[src/core/match_pkg.sv]
// shared constants, types and helpers of the port pattern match block
package match_pkg;

   // =====================================================================
   // register offsets
   // =====================================================================
   localparam logic [7:0] PIN_ENABLE_MASK_OFS = 8'h86;
   localparam logic [7:0] MATCH_PATTERN_OFS   = 8'h93;
   localparam logic [7:0] MATCH_CONTROL_OFS   = 8'h94;
   localparam logic [7:0] IRQ_ENABLE_OFS      = 8'h95;
   localparam logic [7:0] EVENT_STATUS_OFS    = 8'h96;
   localparam logic [7:0] EVENT_MASK_OFS      = 8'h97;

   // =====================================================================
   // field positions
   // =====================================================================
   localparam int CTRL_FLAG_BIT     = 0;  // match_flag in match_control
   localparam int CTRL_POLARITY_BIT = 1;  // match_polarity in match_control
   localparam int EN_MATCH_IRQ_BIT  = 0;  // match_irq_enable in irq_enable
   localparam int EN_GLOBAL_BIT     = 1;  // global_irq_enable in irq_enable
   localparam int EV_QUALIFIED_BIT  = 0;  // match condition qualified
   localparam int EV_REJECTED_BIT   = 1;  // match condition too short
   localparam int EV_WIDTH          = 2;

   // =====================================================================
   // reset values
   // =====================================================================
   localparam logic [7:0]          PIN_ENABLE_MASK_RST = 8'h00;
   localparam logic [7:0]          MATCH_PATTERN_RST   = 8'hff;
   localparam logic                MATCH_FLAG_RST      = 1'h0;
   localparam logic                MATCH_POLARITY_RST  = 1'h0;
   localparam logic [1:0]          IRQ_ENABLE_RST      = 2'h0;
   localparam logic [EV_WIDTH-1:0] EVENT_STATUS_RST    = 2'h0;
   localparam logic [EV_WIDTH-1:0] EVENT_MASK_RST      = 2'h0;

   // =====================================================================
   // timing: match must hold longer than this many cpu clock cycles
   // =====================================================================
   localparam logic [2:0] HOLD_CYCLES = 3'h6;
   localparam logic [3:0] RUN_CNT_MAX = 4'hf;

   // =====================================================================
   // types
   // =====================================================================
   typedef struct packed {
      logic       wr;     // one-cycle write strobe
      logic       rd;     // one-cycle read strobe
      logic [7:0] addr;
      logic [7:0] wdata;
   } reg_req_t;

   typedef enum logic [2:0] {
      HOLD_WAIT  = 3'b001,
      HOLD_COUNT = 3'b010,
      HOLD_HELD  = 3'b100
   } hold_state_t;

   // masked equality of port and pattern, pins with a zero mask bit ignored
   function automatic logic masked_equal(input logic [7:0] pins,
                                         input logic [7:0] pattern,
                                         input logic [7:0] mask);
      masked_equal = (((pins ^ pattern) & mask) == 8'h00);
   endfunction : masked_equal

endpackage : match_pkg

[src/core/match_hold_filter.sv]
// persistence filter: qualifies a condition held long enough
`timescale 1ns/10ps
module match_hold_filter (
   input  wire logic       clk,
   input  wire logic       rst_n,
   input  wire logic       cond,
   output logic [2:0]      hold_cnt,
   output logic            qualified,
   output logic            rejected
);

   match_pkg::hold_state_t state_r;
   logic [2:0]             cnt_r;

   // =====================================================================
   // hold state machine and cycle counter
   // =====================================================================
   always_ff @(posedge clk) begin
      if (!rst_n) begin
         state_r <= match_pkg::HOLD_WAIT;
         cnt_r   <= 3'h0;
      end else begin
         case (state_r)
            match_pkg::HOLD_WAIT: begin
               if (cond) begin
                  state_r <= match_pkg::HOLD_COUNT;
                  cnt_r   <= 3'h1;
               end
            end
            match_pkg::HOLD_COUNT: begin
               if (!cond) begin
                  state_r <= match_pkg::HOLD_WAIT;  // too short, dropped
                  cnt_r   <= 3'h0;
               end else if (cnt_r == match_pkg::HOLD_CYCLES) begin
                  state_r <= match_pkg::HOLD_HELD;
               end else begin
                  cnt_r <= cnt_r + 3'h1;
               end
            end
            match_pkg::HOLD_HELD: begin
               if (!cond) begin
                  state_r <= match_pkg::HOLD_WAIT;
                  cnt_r   <= 3'h0;
               end
            end
            default: begin
               state_r <= match_pkg::HOLD_WAIT;
               cnt_r   <= 3'h0;
            end
         endcase
      end
   end

   // =====================================================================
   // outputs: qualified on the seventh consecutive cycle onward
   // =====================================================================
   assign hold_cnt  = cnt_r;
   assign qualified = cond && ((state_r == match_pkg::HOLD_HELD) ||
                               ((state_r == match_pkg::HOLD_COUNT) &&
                                (cnt_r == match_pkg::HOLD_CYCLES)));
   assign rejected  = !cond && (state_r == match_pkg::HOLD_COUNT);

endmodule : match_hold_filter

[src/core/port_match_irq.sv]
// port pattern match interrupt block with register port
`timescale 1ns/10ps
module port_match_irq (
   input  wire logic                clk,
   input  wire logic                rst_n,
   input  wire match_pkg::reg_req_t req,
   output logic [7:0]               rd_data,
   input  wire logic [7:0]          port_pins,
   output logic                     port_match_interrupt,
   output logic                     wake_req
);

   // =====================================================================
   // registers and internal signals
   // =====================================================================
   logic [7:0]                    pin_enable_mask_r;
   logic [7:0]                    match_pattern_r;
   logic                          match_flag_r;
   logic                          match_flag_nxt;
   logic                          match_polarity_r;
   logic                          match_irq_enable_r;
   logic                          global_irq_enable_r;
   logic [match_pkg::EV_WIDTH-1:0] event_status_r;
   logic [match_pkg::EV_WIDTH-1:0] event_status_nxt;
   logic [match_pkg::EV_WIDTH-1:0] event_mask_r;
   logic [match_pkg::EV_WIDTH-1:0] event_set;
   logic [7:0]                    rd_data_r;
   logic [7:0]                    rd_data_nxt;
   logic                          irq_r;
   logic                          irq_nxt;
   logic                          wake_r;
   logic                          qualified_prev_r;
   logic                          function_active;
   logic                          pins_equal;
   logic                          match_cond;
   logic                          qualified;
   logic                          rejected;
   logic [2:0]                    hold_cnt;
   logic                          wr_mask;
   logic                          wr_pattern;
   logic                          wr_control;
   logic                          wr_irq_enable;
   logic                          wr_status;
   logic                          wr_event_mask;

   // =====================================================================
   // write decode
   // =====================================================================
   always_comb begin
      wr_mask       = 1'b0;
      wr_pattern    = 1'b0;
      wr_control    = 1'b0;
      wr_irq_enable = 1'b0;
      wr_status     = 1'b0;
      wr_event_mask = 1'b0;
      if (req.wr) begin
         if (req.addr == match_pkg::PIN_ENABLE_MASK_OFS) begin
            wr_mask = 1'b1;
         end else if (req.addr == match_pkg::MATCH_PATTERN_OFS) begin
            wr_pattern = 1'b1;
         end else if (req.addr == match_pkg::MATCH_CONTROL_OFS) begin
            wr_control = 1'b1;
         end else if (req.addr == match_pkg::IRQ_ENABLE_OFS) begin
            wr_irq_enable = 1'b1;
         end else if (req.addr == match_pkg::EVENT_STATUS_OFS) begin
            wr_status = 1'b1;
         end else if (req.addr == match_pkg::EVENT_MASK_OFS) begin
            wr_event_mask = 1'b1;
         end
      end
   end

   // =====================================================================
   // pin enable mask
   // =====================================================================
   always_ff @(posedge clk) begin
      if (!rst_n) begin
         pin_enable_mask_r <= match_pkg::PIN_ENABLE_MASK_RST;
      end else if (wr_mask) begin
         pin_enable_mask_r <= req.wdata;
      end
   end

   // =====================================================================
   // match pattern, bit n against pin n
   // =====================================================================
   always_ff @(posedge clk) begin
      if (!rst_n) begin
         match_pattern_r <= match_pkg::MATCH_PATTERN_RST;
      end else if (wr_pattern) begin
         match_pattern_r <= req.wdata;
      end
   end

   // =====================================================================
   // polarity and interrupt enables
   // =====================================================================
   always_ff @(posedge clk) begin
      if (!rst_n) begin
         match_polarity_r <= match_pkg::MATCH_POLARITY_RST;
      end else if (wr_control) begin
         match_polarity_r <= req.wdata[match_pkg::CTRL_POLARITY_BIT];
      end
   end

   always_ff @(posedge clk) begin
      if (!rst_n) begin
         match_irq_enable_r  <= match_pkg::IRQ_ENABLE_RST[match_pkg::EN_MATCH_IRQ_BIT];
         global_irq_enable_r <= match_pkg::IRQ_ENABLE_RST[match_pkg::EN_GLOBAL_BIT];
      end else if (wr_irq_enable) begin
         match_irq_enable_r  <= req.wdata[match_pkg::EN_MATCH_IRQ_BIT];
         global_irq_enable_r <= req.wdata[match_pkg::EN_GLOBAL_BIT];
      end
   end

   always_ff @(posedge clk) begin
      if (!rst_n) begin
         event_mask_r <= match_pkg::EVENT_MASK_RST;
      end else if (wr_event_mask) begin
         event_mask_r <= req.wdata[match_pkg::EV_WIDTH-1:0];
      end
   end

   // =====================================================================
   // match condition: masked compare with selectable polarity
   // =====================================================================
   assign function_active = |pin_enable_mask_r;  // no enabled pin, no match
   assign pins_equal      = match_pkg::masked_equal(port_pins, match_pattern_r,
                                                    pin_enable_mask_r);
   assign match_cond      = function_active &&
                            (match_polarity_r ? pins_equal : !pins_equal);

   // persistence filter on the match condition
   match_hold_filter u_hold (
      .clk       (clk),
      .rst_n     (rst_n),
      .cond      (match_cond),
      .hold_cnt  (hold_cnt),
      .qualified (qualified),
      .rejected  (rejected)
   );

   // =====================================================================
   // match flag: set by hardware, cleared by writing zero, set wins
   // =====================================================================
   always_comb begin
      match_flag_nxt = match_flag_r;
      if (wr_control && !req.wdata[match_pkg::CTRL_FLAG_BIT]) begin
         match_flag_nxt = 1'b0;
      end
      if (qualified) begin
         match_flag_nxt = 1'b1;
      end
   end

   always_ff @(posedge clk) begin
      if (!rst_n) begin
         match_flag_r <= match_pkg::MATCH_FLAG_RST;
      end else begin
         match_flag_r <= match_flag_nxt;
      end
   end

   // =====================================================================
   // event status: sticky, write one to clear, set wins
   // =====================================================================
   always_ff @(posedge clk) begin
      if (!rst_n) begin
         qualified_prev_r <= 1'b0;
      end else begin
         qualified_prev_r <= qualified;
      end
   end

   always_comb begin
      event_set                               = '0;
      event_set[match_pkg::EV_QUALIFIED_BIT]  = qualified && !qualified_prev_r;
      event_set[match_pkg::EV_REJECTED_BIT]   = rejected;
      event_status_nxt = event_status_r;
      if (wr_status) begin
         event_status_nxt = event_status_r & ~req.wdata[match_pkg::EV_WIDTH-1:0];
      end
      event_status_nxt = event_status_nxt | event_set;
   end

   always_ff @(posedge clk) begin
      if (!rst_n) begin
         event_status_r <= match_pkg::EVENT_STATUS_RST;
      end else begin
         event_status_r <= event_status_nxt;
      end
   end

   // =====================================================================
   // single interrupt line and wake request
   // =====================================================================
   assign irq_nxt = global_irq_enable_r &&
                    ((match_flag_r && match_irq_enable_r) ||
                     (|(event_status_r & event_mask_r)));

   always_ff @(posedge clk) begin
      if (!rst_n) begin
         irq_r <= 1'b0;
      end else begin
         irq_r <= irq_nxt;
      end
   end

   always_ff @(posedge clk) begin
      if (!rst_n) begin
         wake_r <= 1'b0;
      end else begin
         wake_r <= match_flag_r && match_irq_enable_r;
      end
   end

   // =====================================================================
   // read path, data one cycle after the strobe
   // =====================================================================
   always_comb begin
      rd_data_nxt = 8'h00;
      if (req.rd) begin
         if (req.addr == match_pkg::PIN_ENABLE_MASK_OFS) begin
            rd_data_nxt = pin_enable_mask_r;
         end else if (req.addr == match_pkg::MATCH_PATTERN_OFS) begin
            rd_data_nxt = match_pattern_r;
         end else if (req.addr == match_pkg::MATCH_CONTROL_OFS) begin
            rd_data_nxt = {6'h00, match_polarity_r, match_flag_r};
         end else if (req.addr == match_pkg::IRQ_ENABLE_OFS) begin
            rd_data_nxt = {6'h00, global_irq_enable_r, match_irq_enable_r};
         end else if (req.addr == match_pkg::EVENT_STATUS_OFS) begin
            rd_data_nxt = {6'h00, event_status_r};
         end else if (req.addr == match_pkg::EVENT_MASK_OFS) begin
            rd_data_nxt = {6'h00, event_mask_r};
         end
      end
   end

   always_ff @(posedge clk) begin
      if (!rst_n) begin
         rd_data_r <= 8'h00;
      end else begin
         rd_data_r <= rd_data_nxt;
      end
   end

   assign rd_data              = rd_data_r;
   assign port_match_interrupt = irq_r;
   assign wake_req             = wake_r;

   // helper: consecutive cycles of the match condition
   logic [3:0] run_cnt_r;
   always_ff @(posedge clk) begin
      if (!rst_n) begin
         run_cnt_r <= 4'h0;
      end else if (!match_cond) begin
         run_cnt_r <= 4'h0;
      end else if (run_cnt_r != match_pkg::RUN_CNT_MAX) begin
         run_cnt_r <= run_cnt_r + 4'h1;
      end
   end
endmodule : port_match_irq

[config.mk]
export PLATFORM = sky130hd
export DESIGN_NAME = port_match_irq
export DESIGN_NICKNAME = d
export VERILOG_FILES = /design/src/core/match_pkg.sv /design/src/core/match_hold_filter.sv /design/src/core/port_match_irq.sv
export SDC_FILE = /design/constraint.sdc
export NUM_CORES = 1
export LEC_CHECK = 0
export BUFFER_PORTS_ARGS = -buffer_cell sky130_fd_sc_hd__buf_4
export CORE_ASPECT_RATIO = 1.25
export CORE_MARGIN = 4
export CORE_UTILIZATION = 40
export DETAILED_ROUTE_END_ITERATION = 10
export SLEW_MARGIN = 10
export SYNTH_ARGS = -nofsm -noshare
export SYNTH_HDL_FRONTEND = slang
export SYNTH_HIERARCHICAL = 1
export SYNTH_SLANG_ARGS = --single-unit
[constraint.sdc]
create_clock -name clk -period 1.8 [get_ports clk]
set_input_delay 0.09 -clock clk [delete_from_list [all_inputs] [get_ports clk]]
set_output_delay 0.09 -clock clk [all_outputs]
set_load 0.01 [all_outputs]
# [Word level (Yosys, flattened, before mapping)]
# Index checks and enable logic that the tools add are counted.
[word_totals] reg_bits=41 in_bits=28 word_cells=103
[classes] add_sub_neg=1 eq_ne=14 muxes=47 n_bitwise=6 n_reduce_logical=21
[op_table] cell="8-bit equality test (second input constant)" n=6
[op_table] cell="1-bit two-way mux" n=30
[op_table] cell="3-bit two-way mux" n=8
[op_table] cell="3-bit one-hot mux with 3 select lines" n=2
[op_table] cell="8-bit two-way mux" n=2
[op_table] cell="2-bit two-way mux" n=5
[op_table] cell="8-bit bitwise AND" n=1
[op_table] cell="1-bit logical AND" n=8
[op_table] cell="8-bit zero test" n=1
[op_table] cell="8-bit OR reduction" n=1
[op_table] cell="8-bit bitwise XOR" n=1
[op_table] cell="3-bit equality test (second input constant)" n=2
[op_table] cell="3-bit inequality test (second input constant)" n=2
[op_table] cell="3-bit AND reduction" n=2
[op_table] cell="2-bit bitwise AND" n=2
[op_table] cell="1-bit zero test" n=4
[op_table] cell="3-bit by 1-bit adder with 3-bit output (second input constant)" n=1
[op_table] cell="3-bit by 1-bit equality test with 1-bit output (second input constant)" n=1
[op_table] cell="3-bit by 2-bit equality test with 1-bit output (second input constant)" n=1
[op_table] cell="1-bit logical OR" n=2
[op_table] cell="2-bit by 1-bit inequality test with 1-bit output (second input constant)" n=1
[op_table] cell="2-bit inequality test (second input constant)" n=1
[op_table] cell="2-bit inverter" n=1
[op_table] cell="2-bit OR" n=1
[op_table] cell="3 further kinds" n=3

# [Depth between registers and ports, before layout]
# Gate-level depths: netlist of the first run.
[depth] depth_word=9 mapped_depth=8 depth_no_buf=8

# [Hierarchy]
# The synthesis of the first run kept the hierarchy.
[by_module_without_submodules] module="port_match_irq" n_inst=1 cells_per_inst=167 area_per_inst_um2=1611.5
[by_module_without_submodules] module="match_hold_filter" n_inst=1 cells_per_inst=41 area_per_inst_um2=401.6

# [Least setup slack after synthesis of the first run]
# Ideal clock, no wire load.
[synth_timing] kind="register to register" from="reg match_pattern_r[2]" to="reg event_status_r[0] (netlist name)" setup_time_ns=0.076 arrival_time_ns=1.756 t_required_ns=1.724 slack_ns=-0.031 path_stages_with_launch=9 path_buffers=0 period_less_slack_ns=1.831 path_cell_list="dfxtp_1 xor2_1 a22oi_1 nand4_1 mux2i_1 nor2b_1 o21a_1 nand2b_1 a21boi_0"
[synth_between] elab_chain_len=9
[synth_rtl] item="start: declaration" line_no="port_match_irq.sv:17" text="logic [7:0] match_pattern_r;"
[synth_rtl] item="start signal: assignment" line_no="port_match_irq.sv:89" text="match_pattern_r <= match_pkg::MATCH_PATTERN_RST;"
[synth_rtl] item="start signal: assignment" line_no="port_match_irq.sv:91" text="match_pattern_r <= req.wdata;"
[synth_rtl] item="8-bit bitwise XOR *" line_no="match_pkg.sv:62" text="masked_equal = (((pins ^ pattern) & mask) == 8'h00);"
[synth_rtl] item="8-bit bitwise AND *" line_no="match_pkg.sv:62"
[synth_rtl] item="8-bit zero test *" line_no="match_pkg.sv:62"
[synth_rtl] item="1-bit zero test" line_no="port_match_irq.sv:131" text="(match_polarity_r ? pins_equal : !pins_equal);"
[synth_rtl] item="1-bit two-way mux *" line_no="port_match_irq.sv:131"
[synth_rtl] item="1-bit logical AND *" line_no="port_match_irq.sv:130" text="assign match_cond = function_active &&"
[synth_rtl] item="net match_cond" line_no="port_match_irq.sv:35" text="logic match_cond;"
[synth_rtl] item="1-bit logical AND *" line_no="match_hold_filter.sv:58" text="assign qualified = cond && ((state_r == match_pkg::HOLD_HELD) ||"
[synth_rtl] item="1-bit logical AND *" line_no="port_match_irq.sv:177" text="event_set[match_pkg::EV_QUALIFIED_BIT] = qualified && !qualified_prev_r;"
[synth_rtl] item="2-bit OR *" line_no="port_match_irq.sv:183" text="event_status_nxt = event_status_nxt | event_set;"
[synth_rtl] item="end signal: assignment" line_no="port_match_irq.sv:188" text="event_status_r <= match_pkg::EVENT_STATUS_RST;"
[synth_rtl] item="end signal: assignment" line_no="port_match_irq.sv:190" text="event_status_r <= event_status_nxt;"
[synth_rtl] item="end: declaration" line_no="port_match_irq.sv:23" text="logic [match_pkg::EV_WIDTH-1:0] event_status_r;"
# The timed path passes the listed nets; every way through them passes the cells marked *.
# A chain may end at the register's enable or synchronous reset.

# [Final worst setup path of the first run]
[layout_timing] from="reg match_pattern_r[2]" to="reg u_hold.cnt_r[1] (netlist: u_hold/hold_cnt[1])"
[layout_between] elab_chain_len=8
[layout_rtl] item="8-bit bitwise XOR *" line_no="match_pkg.sv:62"
[layout_rtl] item="8-bit bitwise AND *" line_no="match_pkg.sv:62"
[layout_rtl] item="8-bit zero test *" line_no="match_pkg.sv:62"
[layout_rtl] item="1-bit zero test" line_no="port_match_irq.sv:131"
[layout_rtl] item="1-bit two-way mux *" line_no="port_match_irq.sv:131"
[layout_rtl] item="1-bit logical AND *" line_no="port_match_irq.sv:130"
[layout_rtl] item="net match_cond" line_no="port_match_irq.sv:35"
[layout_rtl] item="3-bit inequality test (no line), or another cell as far along"
[layout_rtl] item="3-bit AND reduction (no line) / 3-bit one-hot mux with 3 select lines (equally long branches)"
[layout_rtl] item="end signal: assignment" line_no="match_hold_filter.sv:37" text="cnt_r <= cnt_r + 3'h1;"
[layout_rtl] item="end: declaration" line_no="match_hold_filter.sv:13" text="logic [2:0] cnt_r;"
# Marks and branches as above.

==> results.py, run 1 <==
metrics = {
    "status": {
        "status": "complete, but fails checks",
        "violations": "negative setup slack",
    },
    "clocking": {
        "clk_latency_ns": 0.28,
        "ctsHoldBuffers": 0,
        "cts_num_sinks": 41,
        "root_buffer": "clkbuf_8",
        "clockBufferDepth": 2,
        "cts_tree": "done",
        "clk_pin_slew_ns": 0.07,
        "cts_made_buffers": 5,
        "htree_levels": 2,
    },
    "setup_path": {
        "path_max_fanout": 4,
        "startpoint": "match_pattern_r[2]",
        "critPathCaptureType": "register",
        "path_class": "register to register",
        "start_kind": "register",
        "r2r_slack_ns": -0.01,
        "cp-endpoint": "u_hold/hold_cnt[1]",
        "rr_startpoint": "match_pattern_r[2]",
        "crit_required_ns": 2.02,
        "worstReg2RegEnd": "u_hold/hold_cnt[1]",
        "r2r.worst_path.cells": 8,
        "arrival_ns": 2.03,
    },
    "synth": {
        "synth_fa_ha_area_share_pct": 1.24,
        "synth_compound_area_share_pct": 12.7,
        "synthMuxAreaShare_pct": 13.1,
        "syn_area_um2": 2010,
        "async_flop_share_pct": 0,
        "ys_ff_latch": 41,
        "ys_seq_area_share_pct": 40.8,
        "synth_edf_count": 0,
        "yosys_warnings": 6,
        "synthFlopType": "dfxtp_1",
        "ys_types": 51,
        "ys_top_cells_by_area": "dfxtp_1, mux2i_1, nor2b_1",
        "synth_top_family_by_area": "simple AND/OR/NAND/NOR gates",
        "synth-xor-area-share_pct": 3.92,
        "syn_nets": 238,
        "syn_area_per_cell_um2": 9.68,
        "synth_area_leader_cell": "dfxtp_1",
        "yosys.area_share.simple_pct": 23.4,
        "synth.top_cell.area_share_pct": 40.8,
        "synth_cells": 208,
    },
    "final_layout": {
        "design_area_um2": 2540,
        "synthToLayoutAreaGrowth_pct": 26.2,
        "layout-drive-gt1-share_pct": 31.9,
        "layoutNonFillerInstCount": 317,
        "n_fill_cell": 451,
        "finalCoreUtilization_pct": 52.9,
        "nNetsFinal": 288,
        "n_antenna_cell": 0,
    },
    "detailed_routing": {
        "dr.first_iter.drc_count": 123,
        "wl_per_cell_um": 14.4,
        "via_count": 1681,
        "viasPerCell": 5.30,
        "wl_um": 4570,
        "drc": 0,
        "drtAntennaViolNets": 0,
        "drt_pass1_iterations": 4,
    },
    "floorplanning": {
        "die_w_um": 71.5,
        "die_h_um": 87.3,
        "rows": 28,
        "coreArea_um2": 4800,
        "start_util_pct": 41.9,
        "ios": 38,
        "dieArea_um2": 6240,
    },
    "sta": {
        "worstMarginPinSlew_ns": 0.398,
        "skew_ns": 0.00180,
        "rsz0062_at_grt": "yes",
        "slew_headroom_pct": 73.3,
        "finalHoldViolCount": 0,
        "fmax_mhz": 551,
        "post-route-period-util_pct": 101,
        "layout_setup_ws_ns": -0.0137,
        "final-max-slew-violation-count": 0,
        "setup_viol": 2,
        "fin_crit_ns": 1.81,
    },
    "global_routing": {
        "grt_pass1_vias": 1665,
        "grt_pass1_wl_um": 7790,
        "overflow": 0,
        "antenna_found_initial": 0,
        "grt_max_degree": 19,
        "track_usage_pct": 15.7,
    },
    "place": {
        "gp_congestion": 0.815,
        "placed_cell_area_um2": 2410,
        "placed_cells": 310,
        "io_buffers": 37,
        "dp_hpwl_um": 3380,
    },
    "power": {
        "p_total_mw": 1.58,
        "powerDensity_nw_per_um2": 621,
        "ir_drop_mv": 0.322,
        "p_leak_nw": 1.08,
    },
    "worst_hold_path": {
        "min_path_type": "primary input to register",
    },
    "flow_run": {
        "max_cap_violations": 0,
    },
}
==> logic make-up (layout without fill, tap and decap cells) <==
family | Yosys count | in the layout
muxes | 25 | 25
and+or+nand+nor | 79 | 79
adders and majority gates | 2 | 2
AOI/OAI and AO/OA | 35 | 35
buffers and inverters | 17 | 66
DFF | 41 | 41
xor gates and xnor gates | 9 | 9
==> what timing repair did <==
item	CTS	global route
gates resized for setup	11	4
pin swaps	12	2
gates cloned	0	0
buffers inserted	1	0
endpoints found under the hold margin	0	0
setup endpoints to repair	7	6
==> registers in the layout, indices dropped and copies added, names as in the netlist <==
| signal | flops |
|---|---|
| match_pattern_r | 8 |
| pin_enable_mask_r | 8 |
| rd_data | 8 |
| u_hold/hold_cnt | 3 |
| u_hold/state_r | 3 |
| event_mask_r | 2 |
| event_status_r | 2 |
| global_irq_enable_r | 1 |
| match_flag_r | 1 |
| match_irq_enable_r | 1 |
| match_polarity_r | 1 |
| port_match_interrupt | 1 |
| qualified_prev_r | 1 |
| wake_req | 1 |
==> report_power, final <==
part	total, mW	internal, mW	switching [mW]	leakage (nW)
sequential	0.907	0.907	0.000587	0.327
combinational	0.118	0.0605	0.0573	0.714
clock	0.552	0.255	0.297	0.0399
total	1.58	1.22	0.354	1.08
==> stage by stage <==
| stage | hold WS [ns] | worst slack [ns] | TNS [ns] |
|---|---|---|---|
| CTS | 0.0156 | -0.00607 | -0.00607 |
| floorplan | 0.176 | 0.00870 | 0 |
| finish | 0.0234 | -0.0137 | -0.0164 |
| detailed placement | 0.318 | -0.156 | -0.517 |
| global route | 0.0332 | -0.174 | -0.672 |
| global placement | 0.312 | -0.0399 | -0.107 |
==> worst min-delay path by stage <==
| stage | start | to | depth (start not counted) |
|---|---|---|---|
| finish | req[5] | match_pattern_r[5] | 3 |
| floorplan | rst_n | u_hold/state_r[0] | 1 |
| global placement | req[5] | match_pattern_r[5] | 3 |
| global route | req[6] | match_pattern_r[6] | 3 |
| detailed placement | req[5] | match_pattern_r[5] | 3 |
| CTS | req[5] | match_pattern_r[5] | 3 |
==> metal layers <==
metal	routed length (µm)	GRT usage, %	share of wire [%]	vias to the layer above
met5	0	0	0	-
met4	125	7.18	2.7	0
met3	238	3.46	5.2	10
met2	2130	25.3	47	47
met1	2070	20.0	45	785
li1	-	-	-	839
==> critical path, stage by stage, from the launching register on <==
cell and delay (ns):
dfxtp_2 0.33, xor2_1 0.13, a22oi_1 0.17, nand4_1 0.17, mux2i_2 0.27, buf_4 0.19
nor4b_4 0.05, a211oi_2 0.23, mux2i_1 0.21
==> layout by cell type (no fill, tap or decap), types with 2 or more instances in the layout <==
cell / instances
buf_4: 54
dfxtp_1: 34
mux2i_1: 23
nand2_1: 19
nor2_1: 12
nor2b_1: 12
a22oi_1: 10
xor2_1: 8
dfxtp_2: 7
inv_1: 6
clkbuf_8: 5
nand2b_1: 4
a21oi_1: 4
a211oi_1: 3
o21ai_0: 3
or3_1: 3
nand3_1: 3
nor4_1: 2
o221ai_1: 2
and3_1: 2
nor3_1: 2
nor3_2: 2
and2_1: 2
and4bb_2: 2
ha_1: 2
==> cell usage after synthesis, types with 3 or more instances <==
master    instances
nand2b_1          4
inv_1             6
nand3_1           3
clkbuf_1          6
o21ai_0           4
nor2_1           12
or3_1             3
nand2_1          19
dfxtp_1          41
xor2_1            8
a211oi_1          3
nor2b_1          13
a22oi_1          10
buf_6             4
mux2i_1          24
a21oi_1           4
==> layout make-up <==
type / count / area, µm² / area share [%]
Inverter: 6 / 22.5 / 0.887
Clock buffer: 5 / 68.8 / 2.71
Multi-Input combinational cell: 150 / 1130 / 44.6
Sequential cell: 41 / 830 / 32.7
Timing Repair Buffer: 54 / 405 / 16.0
Tap cell: 60 / 75.1 / 2.96
Clock inverter: 1 / 5.00 / 0.197
Power figures use the tool's default switching activity.
==> run 2, diff against run 1 <==
Settings changed: ABC_AREA set to 1.
==> run 2 against run 1 <==
Against the previous run:
- the flow now finishes without violations
- core utilization shrank 1.2 points
- global-route usage up 0.23 points
- cell area is 3.3% higher
- first-iteration DRC count shrank 11%
==> results.py, run 2 <==
metrics = {
    "detailed_routing": {
        "wl_per_cell_um": 12.3,
        "drt_pass1_iterations": 4,
        "dr.first_iter.drc_count": 110,
        "viasPerCell": 4.94,
        "via_count": 2034,
        "wl_um": 5070,
        "drc": 0,
        "drtAntennaViolNets": 0,
    },
    "floorplanning": {
        "die_w_um": 72.7,
        "coreArea_um2": 5080,
        "start_util_pct": 41.2,
        "dieArea_um2": 6470,
        "die_h_um": 88.9,
        "rows": 29,
        "ios": 38,
    },
    "clocking": {
        "cts_made_buffers": 5,
        "clk_pin_slew_ns": 0.08,
        "clockBufferDepth": 2,
        "ctsHoldBuffers": 0,
        "htree_levels": 2,
        "cts_num_sinks": 41,
        "clk_latency_ns": 0.29,
        "root_buffer": "clkbuf_8",
        "cts_tree": "done",
    },
    "sta": {
        "setup_viol": 0,
        "final-max-slew-violation-count": 0,
        "fmax_mhz": 590,
        "post-route-period-util_pct": 94.2,
        "finalHoldViolCount": 0,
        "rsz0062_at_grt": "yes",
        "fin_crit_ns": 1.69,
        "slew_headroom_pct": 73.1,
        "whs_ns": 0.0218,
        "skew_ns": 0.00594,
        "layout_setup_ws_ns": 0.105,
        "worstMarginPinSlew_ns": 0.403,
    },
    "global_routing": {
        "grt_pass1_vias": 1792,
        "track_usage_pct": 16.0,
        "antenna_found_initial": 0,
        "grt_pass1_wl_um": 8030,
        "overflow": 0,
        "grt_max_degree": 22,
    },
    "status": {
        "status": "completed",
    },
    "setup_path": {
        "worstPathCellList": "inv_1 -> nand2_1 -> nand3_1 -> nand2_1 -> nor2_1 -> nand2_1 -> nand2_1 -> nand2_1 -> nor2_1 -> buf_4 -> nand4_4 -> buf_6 -> nand3_2 -> nand2_1 -> nand2_1 -> nor2_1",
        "critPathTopFamily": "simple AND/OR/NAND/NOR gates",
        "rr_startpoint": "match_pattern_r[4]",
        "start_kind": "register",
        "arrival_ns": 1.88,
        "r2r_slack_ns": 0.11,
        "path_class": "register to register",
        "worstReg2RegEnd": "u_hold/hold_cnt[1]",
        "crit_top_cell": "nand2_1",
        "crit_required_ns": 1.99,
        "cpMaxStageDelayCell": "dfxtp_2",
        "path_max_fanout": 5,
        "critPathCaptureType": "register",
        "r2r.worst_path.cells": 16,
        "path_buf_inv": 3,
        "critPathMaxStageDelay_ns": 0.33,
    },
    "synth": {
        "async_flop_share_pct": 0,
        "synthFlopType": "dfxtp_1",
        "syn_area_per_cell_um2": 6.91,
        "ys_top_cells_by_area": "dfxtp_1, nand2_1, nand3_1",
        "synth_edf_count": 0,
        "synth_most_common_cell": "nand2_1",
        "synth_area_leader_cell": "dfxtp_1",
        "synth_cells": 303,
        "syn_nets": 333,
        "ys_types": 27,
        "ys_ff_latch": 41,
        "ys_seq_area_share_pct": 39.2,
        "netlist_top_cells_count": "nand2_1, inv_1, dfxtp_1",
        "syn_area_um2": 2090,
        "yosys_warnings": 6,
        "synth.top_cell.area_share_pct": 39.2,
    },
    "final_layout": {
        "mostFrequentLayoutCells": "nand2_1, buf_4, inv_1, nand3_1, dfxtp_1",
        "final_common_cell": "nand2_1",
        "n_fill_cell": 558,
        "layout-drive-gt1-share_pct": 25.1,
        "n_antenna_cell": 0,
        "nNetsFinal": 379,
        "synthToLayoutAreaGrowth_pct": 25.3,
        "layoutNonFillerInstCount": 412,
    },
    "place": {
        "gp_congestion": 0.882,
        "placed_cells": 396,
        "dpl_worst_slack_ns": -0.0303,
        "io_buffers": 37,
        "dp_hpwl_um": 3610,
    },
    "power": {
        "p_leak_nw": 1.24,
        "powerDensity_nw_per_um2": 681,
        "ir_drop_mv": 0.319,
        "p_total_mw": 1.79,
    },
    "worst_hold_path": {
        "min_path_type": "primary input to register",
        "hp-start": "req[5]",
        "min_path_cells": 3,
        "whs_endpoint": "match_pattern_r[5]",
    },
    "flow_run": {
        "max_cap_violations": 0,
    },
}
## run 2: cell types whose count changed after synthesis, moves of 13 or more
cell / previous run / this run
nand2_1: 19 / 84
inv_1: 6 / 42
nand3_1: 3 / 36
mux2i_1: 24 / 0
a21oi_1: 4 / 22
nor2b_1: 13 / 0
## run 2: logic make-up after synthesis
kind of cell	count (synthesis)	synth area share [%]
and+or+nand+nor	171	39.3
buffers and inverters	55	11.2
DFF	41	39.2
AOI/OAI and AO/OA	34	9.08
adders and majority gates	2	1.19
## run 2: layer usage
| metal | vias to the layer above | wire (µm) | GRT usage (%) |
|---|---|---|---|
| met2 | 59 | 2310 | 27.4 |
| met3 | 12 | 388 | 2.81 |
| met5 | - | 0 | 0 |
| met4 | 0 | 130 | 6.54 |
| met1 | 893 | 2240 | 19.7 |
| li1 | 1070 | - | - |
## run 2: how the worst max path moves through the flow
stage	start	end	cells past startpoint
CTS	match_pattern_r[0]	event_status_r[0]	15
global route	match_pattern_r[0]	event_status_r[0]	15
detailed placement	match_pattern_r[0]	event_status_r[0]	15
floorplan	match_pattern_r[0]	event_status_r[0]	15
global placement	match_pattern_r[0]	event_status_r[0]	15
finish	match_pattern_r[4]	u_hold/hold_cnt[1]	16
## run 2: final cells by class
| class | count | area, µm² | share of cell area [%] |
|---|---|---|---|
| Clock buffer | 7 | 86.3 | 3.29 |
| Clock inverter | 1 | 30.0 | 1.14 |
| Inverter | 47 | 178 | 6.77 |
| Multi-Input combinational cell | 207 | 1060 | 40.4 |
| Sequential cell | 41 | 830 | 31.6 |
| Tap cell | 62 | 77.6 | 2.96 |
| Timing Repair Buffer | 47 | 364 | 13.9 |
## run 2: power breakdown
part           internal [mW]  switching [mW]
Clock                  0.452           0.312
Sequential             0.907        0.000774
Combinational         0.0504          0.0666
## run 2: through the flow
step | cell area [µm²] | TNS, ns | utilization (%)
2_1_floorplan | 2090 | 0 | -
3_3_place_gp | 2410 | 0 | 47.4
3_5_place_dp | 2410 | -0.0303 | 47.4
4_1_cts | 2550 | 0 | 50.1
5_1_grt | 2630 | -0.173 | 51.7
6_report | 2630 | 0 | 51.7
## run 2: worst register-to-register path: cells and delay by family, from the launching register on
family | cells | cell delay (ns)
and+or+nand+nor | 13 | 0.88
buffers and inverters | 3 | 0.38
DFF | 1 | 0.33
## run 2: timing repair
action                     in CTS  in global routing
setup buffers                   3                  5
setup endpoints to repair       1                  9
resized for setup               1                 21
pin swaps                       0                 14
==> run 3, diff against run 2 <==
Settings changed: CORE_UTILIZATION 40 to 50, PLACE_DENSITY set to 0.76.
==> run 3 against run 2 <==
Against the previous run:
- cell count shrank 2.4%
- sequential share of layout area is 0.50 points higher
- cell area down 1.7%
- global-route usage up 4.2 points
- worst hold slack improved by 0.0032 ns
- clock skew rose by 0.0014 ns
==> results.py, run 3 (same netlist as run 2, synthesis figures left out) <==
metrics = {
    "detailed_routing": {
        "wl_per_cell_um": 12.4,
        "drtAntennaViolNets": 0,
        "drt_pass1_iterations": 4,
        "dr.first_iter.drc_count": 150,
        "viasPerCell": 5.17,
        "drc": 0,
        "via_count": 2078,
        "wl_um": 4980,
    },
    "sta": {
        "skew_ns": 0.00732,
        "fmax_mhz": 601,
        "fin_crit_ns": 1.66,
        "layout_setup_ws_ns": 0.137,
        "setup_viol": 0,
        "post-route-period-util_pct": 92.4,
        "slew_headroom_pct": 72.2,
        "rsz0062_at_grt": "yes",
        "final-max-slew-violation-count": 0,
        "worstMarginPinSlew_ns": 0.417,
        "finalHoldViolCount": 0,
    },
    "floorplanning": {
        "die_w_um": 65.9,
        "dieArea_um2": 5290,
        "rows": 26,
        "die_h_um": 80.4,
        "ios": 38,
        "start_util_pct": 51.5,
        "coreArea_um2": 4070,
    },
    "final_layout": {
        "mostFrequentLayoutCells": "nand2_1, buf_4, dfxtp_1, nand3_1, inv_1",
        "regArea_um2": 828,
        "layout-drive-gt1-share_pct": 25.1,
        "nNetsFinal": 375,
        "layoutNonFillerInstCount": 402,
        "n_fill_cell": 368,
        "design_area_um2": 2580,
        "synthToLayoutAreaGrowth_pct": 23.2,
        "n_antenna_cell": 0,
        "final_common_cell": "nand2_1",
        "multi_input_area_um2": 1060,
        "finalCoreUtilization_pct": 63.4,
    },
    "clocking": {
        "cts_tree": "done",
        "root_buffer": "clkbuf_8",
        "clk_latency_ns": 0.29,
        "clk_pin_slew_ns": 0.08,
        "cts_made_buffers": 5,
        "ctsHoldBuffers": 0,
        "cts_num_sinks": 41,
        "htree_levels": 2,
        "clockBufferDepth": 2,
    },
    "place": {
        "placed_cell_area_um2": 2400,
        "gp_congestion": 0.884,
        "placed_cells": 390,
        "io_buffers": 37,
        "dp_hpwl_um": 3440,
        "dpl_worst_slack_ns": 0.0445,
    },
    "setup_path": {
        "path_max_fanout": 6,
        "cpMaxStageDelayCell": "dfxtp_2",
        "cp-endpoint": "event_status_r[0]",
        "worstPathCellList": "inv_2 -> nand2_1 -> nand3_2 -> nand2_2 -> nor2_1 -> nand2_1 -> nand2_1 -> nand2_1 -> nor2_1 -> buf_4 -> nand4_4 -> and2_4 -> inv_2 -> nand2_2 -> o21ai_1",
        "start_kind": "register",
        "arrival_ns": 1.90,
        "rr_startpoint": "match_pattern_r[4]",
        "critPathCaptureType": "register",
        "worstReg2RegEnd": "event_status_r[0]",
        "r2r.worst_path.cells": 15,
        "crit_required_ns": 2.04,
        "path_class": "register to register",
        "critPathMaxStageDelay_ns": 0.34,
        "startpoint": "match_pattern_r[4]",
        "crit_top_cell": "nand2_1",
        "r2r_slack_ns": 0.14,
    },
    "power": {
        "p_int_mw": 1.41,
        "power.share.sequential_pct": 50.6,
        "p_total_mw": 1.80,
        "switching_share_pct": 21.5,
        "combPwrFrac_pct": 6.5,
        "p_sw_mw": 0.386,
        "powerDensity_nw_per_um2": 696,
        "p_clk_share_pct": 42.9,
        "ir_drop_mv": 0.388,
        "p_leak_nw": 1.21,
    },
    "global_routing": {
        "grt_pass1_vias": 1824,
        "overflow": 0,
        "track_usage_pct": 20.2,
        "grt_max_degree": 22,
        "grt_pass1_wl_um": 8270,
        "antenna_found_initial": 0,
    },
    "status": {
        "status": "completed",
    },
    "flow_run": {
        "max_cap_violations": 0,
    },
    "worst_hold_path": {
        "min_path_type": "primary input to register",
    },
}
==> run 3: cell count changes in the layout (fill, tap and decap cells not counted), moves of 2 or more <==
cell / delta
buf_6: -3
inv_1: -3
inv_2: +3
nand2_1: -2
nand2_2: +2
nor2_1: +2
nor2_2: -2
==> run 3: layout make-up <==
class / count / share of cell area (%)
multi-input combinational: 207 / 41.3
sequential: 41 / 32.1
timing repair buffer: 43 / 12.5
inverter: 47 / 6.89
clock buffer: 7 / 3.35
tap: 56 / 2.72
clock inverter: 1 / 1.16
==> run 3: routing by layer <==
layer	share of wire (%)	vias up	global-route usage, %	wire length (µm)
met5	0	-	0	0
met4	0.96	0	6.85	48
met3	6.6	7	4.48	326
met2	49	69	33.2	2430
met1	44	942	25.7	2170
li1	-	1060	-	-
==> run 3: repair_timing <==
item	in CTS	in global routing
setup endpoints to repair	0	6
resized for setup	0	22
hold endpoints to repair	0	0
setup buffers	0	4
==> run 3: how the worst min path moves through the flow <==
stage | startpoint | end | slack, ns | cells past startpoint
after global routing | req[3] | match_pattern_r[3] | 0.03 | 3
after CTS | req[3] | match_pattern_r[3] | 0.02 | 3
after floorplan | rst_n | u_hold/state_r[0] | 0.17 | 1
after detailed placement | req[3] | match_pattern_r[3] | 0.33 | 3
after global placement | req[6] | match_pattern_r[6] | 0.33 | 3
final | req[6] | match_pattern_r[6] | 0.02 | 3
==> run 3: power groups by stage <==
stage                     sequential (mW)  combinational [mW]  clock [mW]
final                               0.908               0.117       0.770
after global routing                0.908               0.130       0.837
after CTS                           0.908               0.116       0.785
after detailed placement            0.929               0.115           0
after global placement              0.929               0.114           0
after floorplan                     0.929              0.0462           0
==> run 3: metrics by stage <==
step	hold slack, ns	setup TNS (ns)
global route	0.0298	-0.0160
floorplan	0.174	0
CTS	0.0221	0
finish	0.0250	0
detailed placement	0.328	0
global placement	0.328	0
==> run 3: worst max-delay path, delay by kind of cell (launching register included) <==
family / cells / cell delay [ns]
AND/OR/NAND/NOR: 11 / 0.86
flip-flops: 1 / 0.34
buffers and inverters: 3 / 0.28
AO/OA/AOI/OAI: 1 / 0.12
